## src/aie_pkg.sv

```systemverilog
// Purpose: Shared constants and types for the E1 alarm interrupt enable block.
// Assumes: APB with 32-bit data; one register word per offset.
// Notes: Offsets are word indices within the channel window; the byte address is 4 times the offset.
package aie_pkg;
  localparam logic [11:0] AIE_STATUS_OFF = 12'hb02;
  localparam logic [11:0] AIE_ENABLE_OFF = 12'hb03;
  localparam logic [11:0] AIE_ENABLE_IDX = 12'hb03;
  localparam int AIE_ENABLE_BYTE = 4 * 12'hb03;
  localparam int AIE_STATUS_BYTE = 4 * 12'hb02;
  localparam int BIT_LIVE = 7;
  localparam int BIT_MF = 5;
  localparam int BIT_LCV = 3;
  localparam int BIT_FL = 2;
  localparam int BIT_AIS = 1;
  localparam int BIT_RA = 0;
  localparam logic [7:0] ENABLE_RESET = 8'h00;
  localparam logic [7:0] ENABLE_WMASK = 8'h3f;
  localparam logic [1:0] RA_CONSEC = 2'h2;

  typedef struct packed {
    logic nfas_strobe;
    logic a_bit;
    logic mf_remote_alarm;
    logic line_code_error;
    logic frame_loss;
    logic all_ones;
  } aie_line_t;
endpackage : aie_pkg

```

## src/aie_alarm_irq.sv

```systemverilog
// Purpose: Alarm and error interrupt enable, status and live remote alarm state.
// Assumes: Line inputs come from framer logic on pclk; APB byte address = 4 * index.
// Notes: Status clears on read; a new event in the read cycle stays set.
module aie_alarm_irq (
  input wire logic pclk,
  input wire logic presetn,
  input wire logic psel,
  input wire logic penable,
  input wire logic pwrite,
  input wire logic [15:0] paddr,
  input wire logic [31:0] pwdata,
  output logic [31:0] prdata,
  output logic pready,
  output logic pslverr,
  input wire aie_pkg::aie_line_t line_in,
  output logic remote_alarm_live_state,
  output logic irq
);
  import aie_pkg::*;

  // ==========================================================
  // Helpers
  // ==========================================================
  // True when the bus address is the byte address of a register word.
  function automatic logic aie_addr_hit(input logic [15:0] addr, input int byte_off);
    return addr == 16'(byte_off);
  endfunction : aie_addr_hit

  // True when a level differs from its value one cycle earlier.
  function automatic logic aie_level_change(input logic now_val, input logic last_val);
    return now_val != last_val;
  endfunction : aie_level_change

  // Enable readback: bit 7 is the live state and bit 6 always reads zero.
  function automatic logic [31:0] aie_enable_word(input logic live, input logic [7:0] en);
    return {24'h00_0000, live, 1'b0, en[5:0]};
  endfunction : aie_enable_word

  // ==========================================================
  // Storage and decode nets
  // ==========================================================
  logic [7:0] enable_r;
  logic [7:0] status_r;
  logic [7:0] status_nxt;
  logic live_r;
  logic live_d_r;
  logic [1:0] run_r;
  logic last_a_r;
  aie_line_t prev_r;
  logic setup;
  logic access;
  logic hit_en;
  logic hit_st;
  logic hit_any;
  logic wr_en;
  logic rd_st;
  logic a_repeat;
  logic [7:0] events;
  logic [7:0] req;

  // ==========================================================
  // Bus decode
  // ==========================================================
  assign setup = psel && !penable;
  assign access = psel && penable && pready;
  assign hit_en = aie_addr_hit(paddr, AIE_ENABLE_BYTE);
  assign hit_st = aie_addr_hit(paddr, AIE_STATUS_BYTE);
  assign hit_any = hit_en || hit_st;
  assign wr_en = access && pwrite && hit_en;
  assign rd_st = access && !pwrite && hit_st;

  // ==========================================================
  // Bus answer
  // ==========================================================
  // The slave answers one cycle after setup with no wait states.
  always_ff @(posedge pclk or negedge presetn) begin
    if (!presetn) begin
      pready <= 1'b0;
    end else begin
      pready <= setup;
    end
  end

  always_ff @(posedge pclk or negedge presetn) begin
    if (!presetn) begin
      pslverr <= 1'b0;
    end else begin
      pslverr <= setup && !hit_any;
    end
  end

  // Read data is captured at setup and held until the next setup.
  always_ff @(posedge pclk or negedge presetn) begin
    if (!presetn) begin
      prdata <= 32'h0000_0000;
    end else if (setup) begin
      if (pwrite || !hit_any) begin
        prdata <= 32'h0000_0000;
      end else if (hit_en) begin
        prdata <= aie_enable_word(live_r, enable_r);
      end else begin
        prdata <= {24'h00_0000, status_r};
      end
    end
  end

  // ==========================================================
  // Enable register
  // ==========================================================
  always_ff @(posedge pclk or negedge presetn) begin
    if (!presetn) begin
      enable_r <= ENABLE_RESET;
    end else if (wr_en) begin
      enable_r <= pwdata[7:0] & ENABLE_WMASK;
    end
  end

  // ==========================================================
  // Remote alarm from A bit of non-FAS frames
  // ==========================================================
  // A strobe repeats the previous A bit once a run has started after reset.
  assign a_repeat = line_in.nfas_strobe && line_in.a_bit == last_a_r && run_r != 2'h0;

  always_ff @(posedge pclk or negedge presetn) begin
    if (!presetn) begin
      last_a_r <= 1'b0;
    end else if (line_in.nfas_strobe) begin
      last_a_r <= line_in.a_bit;
    end
  end

  always_ff @(posedge pclk or negedge presetn) begin
    if (!presetn) begin
      run_r <= 2'h0;
    end else if (line_in.nfas_strobe) begin
      if (line_in.a_bit != last_a_r || run_r == 2'h0) begin
        run_r <= 2'h1;
      end else if (run_r < RA_CONSEC) begin
        run_r <= run_r + 2'h1;
      end
    end
  end

  always_ff @(posedge pclk or negedge presetn) begin
    if (!presetn) begin
      live_r <= 1'b0;
    end else if (a_repeat && run_r + 2'h1 >= RA_CONSEC) begin
      live_r <= line_in.a_bit;
    end
  end
  assign remote_alarm_live_state = live_r;

  // ==========================================================
  // Event detection: level changes, plus line code error level
  // ==========================================================
  always_ff @(posedge pclk or negedge presetn) begin
    if (!presetn) begin
      prev_r <= '0;
    end else begin
      prev_r <= line_in;
    end
  end

  always_ff @(posedge pclk or negedge presetn) begin
    if (!presetn) begin
      live_d_r <= 1'b0;
    end else begin
      live_d_r <= live_r;
    end
  end

  always_comb begin
    events = 8'h00;
    events[BIT_MF] = aie_level_change(line_in.mf_remote_alarm, prev_r.mf_remote_alarm);
    events[BIT_LCV] = line_in.line_code_error;
    events[BIT_FL] = aie_level_change(line_in.frame_loss, prev_r.frame_loss);
    events[BIT_AIS] = aie_level_change(line_in.all_ones, prev_r.all_ones);
    events[BIT_RA] = aie_level_change(live_r, live_d_r);
  end

  // ==========================================================
  // Sticky status
  // ==========================================================
  // A read clears only the flags it returned, so an event that lands in the setup cycle of the read is kept.
  always_comb begin
    status_nxt = status_r;
    if (rd_st) begin
      status_nxt = status_r & ~prdata[7:0];
    end
    status_nxt = status_nxt | events;
  end

  always_ff @(posedge pclk or negedge presetn) begin
    if (!presetn) begin
      status_r <= 8'h00;
    end else begin
      status_r <= status_nxt;
    end
  end

  // ==========================================================
  // Interrupt request
  // ==========================================================
  assign req = status_r & enable_r & ENABLE_WMASK;

  always_ff @(posedge pclk or negedge presetn) begin
    if (!presetn) begin
      irq <= 1'b0;
    end else begin
      irq <= |req;
    end
  end
endmodule : aie_alarm_irq

```

## config.mk

```make
export PLATFORM = sky130hd
export DESIGN_NAME = aie_alarm_irq
export DESIGN_NICKNAME = d
export VERILOG_FILES = /design/src/aie_pkg.sv /design/src/aie_alarm_irq.sv
export SDC_FILE = /design/constraint.sdc
export NUM_CORES = 1
export LEC_CHECK = 0
export ABC_CLOCK_PERIOD_IN_PS = 3370
export BUFFER_PORTS_ARGS = -buffer_cell sky130_fd_sc_hd__buf_2
export CAP_MARGIN = 20
export CORE_UTILIZATION = 47
export DETAILED_ROUTE_END_ITERATION = 16
export GPL_ROUTABILITY_DRIVEN = 0
export PLACE_DENSITY_LB_ADDON = 0.08
export SETUP_SLACK_MARGIN = 0.2
export SLEW_MARGIN = 20
export SYNTH_ARGS = -nofsm -noshare
export SYNTH_HDL_FRONTEND = slang
export SYNTH_SLANG_ARGS = --single-unit
```

## constraint.sdc

```tcl
create_clock -name pclk -period 3.37 [get_ports pclk]
set_input_delay 0.5055 -clock pclk [delete_from_list [all_inputs] [get_ports pclk]]
set_output_delay 0.5055 -clock pclk [all_outputs]
set_load 0.005 [all_outputs]
```

* Yosys cells after proc, flatten, opt, wreduce, memory -nomap -nowiden
Cells that the tools add are included.
** Word-level totals
- Input port bits :: 59
- Bits in registers :: 57
- Logic and storage cells :: 55
** Cells by class
- Reductions and logical operators :: 22
- Bitwise operators :: 4
- $lt $le $gt $ge :: 2
- Add/subtract/negate cells :: 1
- Multiplexer cells :: 5
- Equal/unequal tests :: 8
** Operators by type and width (count)
- == test 16 x 14 -> 1 bit, second input constant :: 2
- 2-to-1 mux 32 bit :: 1
- 2-to-1 mux 8 bit :: 2
- logical AND 1 bit :: 11
- bitwise AND 8 bit :: 1
- NOT 8 bit :: 1
- OR 8 x 6 -> 8 bit :: 1
- bitwise AND 6 bit :: 1
- OR reduction 6 bit :: 1
- inequality test 1 bit :: 5
- 2-to-1 mux 2 bit :: 2
- nonzero test 2 bit :: 2
- zero test 1 bit :: 3
- logical OR 1 bit :: 3
- adder 2 x 1 -> 2 bit, second input constant :: 1
- >= comparator 2 bit, second input constant :: 1
- zero test 2 bit :: 1
- less-than comparator 2 bit, second input constant :: 1
- AND reduction 2 bit :: 1
- == test 1 bit :: 1

* Depth between registers and ports, before layout
- Word-level depth :: 6
- Gate-level depth with buffers :: 6
- Gate-level depth less buffers :: 6

* Least setup slack after synthesis
Ideal clock, no wire load.
- Path kind :: input to register
- From :: input paddr[5]
- To :: register enable_r[0]
- Arrival :: 1.770 ns
- Library setup time :: 0.125 ns
- Cell stages on the path :: 5
- Path slack :: 1.475 ns
- Path through :: nor4_4 nand4_2 or3_1 buf_6 mux2_4
** On the way
- Word-level cells in the longest chain between the ends :: 2
** RTL lines
- start, declared :: line aie_alarm_irq.sv:10 : input wire logic [15:0] paddr,
- == test 16 x 14 -> 1 bit :: line aie_alarm_irq.sv:26 : return addr == 16'(byte_off);
- logical AND 1 bit :: line aie_alarm_irq.sv:69 : assign wr_en = access && pwrite && hit_en;
- end signal, assigned :: line aie_alarm_irq.sv:114 : enable_r <= pwdata[7:0] & ENABLE_WMASK;
- end, declared :: line aie_alarm_irq.sv:42 : logic [7:0] enable_r;
No other way between the ends.
A chain may end at the register's enable or synchronous reset.

* Final worst setup path
- From :: input paddr[12]
- To :: register enable_r[2]
The elaborated chain is that of the path after synthesis.

==> results.txt <==
met3 GRT Util: 0.0663
area taken by flip-flops and latches: 826 um2
Root Driver: clkbuf_4
Vert. Die Dim: 61.9 um
final setup violation count: 0
n_diodes: 0
post-synthesis sequential area ratio: 0.490
Pint: 0.658 mW
Mapped Area: 1690 um2
Synth Instances: 150
antenna-violating nets left: 0
Final Critical Period: 1.95 ns
Slew @ Worst Pin: 0.709 ns
HP Class: in2async
share of cells above drive strength 1: 0.323
Clk pwr share: 0.356
grt total ovfl: 0
GRT Overall Usage: 0.185
CP Class: in2reg
CTS Buf Count: 5
CTS tree: built
Die W: 61.9 um
RSZ-0062 raised after global routing: no
global routing's busiest layer: met2
vias in the first global route: 1088
H-tree depth: 2
first drt pass iteration count: 4
crit path launch type: primary input
commonest non-fill, non-tap cell in the layout: buf_2
Max Fanout on Critical Path: 8
hold_buf cts: 0
via count: 1186
area grow syn2layout: 14.8%
Inst Count DP: 236
CP max stage cell: or3_1
Post-route DRC: 0
outcome: finished, final reports clean
initial antenna violation count: 0
crit-path cells: buf_2 -> nor3b_1 -> nand4_2 -> or3_1 -> mux2_4
IO Pins: 95
Nets: 257
Synth Warn #: 0
sw power: 0.224 mW
Clock Skew: 0.0216 ns
1st-iter DRT viols: 38
asr flop ratio synth: 1.00
max-slew violations: 0
first-pass GRT wire length: 4.89 mm
postcts setup bufs: 0
placed wire-length estimate: 2.26 mm
Max VDD drop: 0.287 mV
CP max stage delay: 0.60 ns
Main synth FF type: dfrtp_1
sw frac: 0.254
grt met1 use: 0.223
DR WL/cell: 12.6 um
area of the multi-input gates: 732 um2
sequential share of power: 0.500
Filler cells: 298
non-filler cells, final: 244
CP endpoint kind: flip-flop
Vias/cell: 4.86
EDFF count, synth: 0
most frequent cells in the layout: buf_2 (44), dfrtp_1 (33), conb_1 (24)
Netlist cell types: 34
number of max-cap violations: 0
Worst-Skew Late Latency: 0.35 ns
Slew headroom: 0.528
Pwr Density: 455 nW/um2
post-CTS sizing: 0
initial core utilization: 0.497
#FFs+latches synth: 33
post-layout power: 0.881 mW
Core ar.: 3390 um2
clock sinks: 33
Comb power frac: 0.144
fmax: 513 MHz
Leak Pwr: 0.986 nW
die footprint: 3830 um2
# port buffers: 44
Hold Fails Final Rpt: 0
CP Data Arrival Time: 2.17 ns
met2 Use GR: 0.303
largest net degree at the start of global routing: 34
CTS clock-pin slew for the worst setup and hold paths: 0.12 ns
Fin Hold WS: 0.190 ns
CTS max path bufs: 2
critical path required time: 3.59 ns
Mean Syn Cell Area: 11.2 um2
period utilisation layout: 0.579
final wirelength: 3.08 mm
Core Util, Final: 0.571
Setup TNS Final: 0 ns
Core Rows: 21
## metal layers
layer | up-vias | wire length (um)
li1 | 567 | -
met1 | 572 | 1370
met2 | 41 | 1510
met3 | 6 | 154
met4 | 0 | 51
met5 | - | 0
## registers in the layout, indices dropped and copies added (netlist names)
signal,count
pready,1
live_d_r,1
remote_alarm_live_state,1
status_r,8
enable_r,6
prdata,8
pslverr,1
last_a_r,1
run_r,2
irq,1
prev_r,3
## cell type report
type                            count  share of cell area
Clock buffer                        7              0.0284
Inverter                            4             0.00776
Timing Repair Buffer               44               0.114
Sequential cell                    33               0.427
Multi-Input combinational cell    109               0.378
Clock inverter                      1              0.0155
Tap cell                           46              0.0297
## final timing paths
| kind | to | from | cells past startpoint | slack (ns) |
|---|---|---|---|---|
| min in group pclk | prev_r[3] | line_in[3] | 1 | 0.29 |
| max | enable_r[2] | paddr[12] | 5 | 1.42 |
| min | status_r[6] | presetn | 1 | 0.19 |
| max in group asynchronous | enable_r[4] | presetn | 1 | 2.70 |
| min reg2reg | status_r[0] | live_d_r | 2 | 0.49 |
| max reg2reg | enable_r[2] | pready | 3 | 1.85 |
## synth_stat cells (3+ instances only)
| cell | number | share of area |
|---|---|---|
| dfrtp_1 | 33 | 0.49 |
| buf_4 | 24 | 0.11 |
| nand2_1 | 14 | 0.031 |
| o21ai_0 | 13 | 0.039 |
| mux2i_1 | 7 | 0.042 |
| mux2_4 | 6 | 0.053 |
| nand3b_1 | 6 | 0.027 |
| xnor2_1 | 5 | 0.026 |
| inv_1 | 4 | 0.0089 |
| a21boi_0 | 3 | 0.013 |
| a21oi_1 | 3 | 0.0089 |
| a22oi_1 | 3 | 0.013 |
| nor2_1 | 3 | 0.0067 |
| or3_1 | 3 | 0.011 |
## per-stage QoR
| step | setup WS (ns) | area (um2) |
|---|---|---|
| after detailed placement | 1.03 | 1850 |
| after global routing | 1.31 | 1940 |
| after CTS | 1.37 | 1940 |
| final | 1.42 | 1940 |
| after global placement | 1.07 | 1850 |
| after floorplan | 1.47 | 1770 |
## cells by family after synthesis
group,Yosys count,synth area share
flops,33,0.490
simple gates,41,0.163
compound gates,24,0.0831
xor+xnor,5,0.0260
fa+ha+maj,1,0.00742
mux,14,0.102
other cells,1,0.00223
buf+inv,31,0.127
## worst max-delay path: cells and delay by family
kind,cells,cell delay (ns)
buffers and inverters,1,0.10
muxes,1,0.36
and+or+nand+nor,3,1.21
## power by group through the flow
| stage | combinational [mW] | clock [mW] | sequential (mW) |
|---|---|---|---|
| floorplan | 0.0999 | 0 | 0.445 |
| global placement | 0.125 | 0 | 0.447 |
| detailed placement | 0.129 | 0 | 0.449 |
| CTS | 0.129 | 0.320 | 0.441 |
| global route | 0.150 | 0.337 | 0.445 |
| finish | 0.127 | 0.314 | 0.440 |
Power figures use the tool's default switching activity.
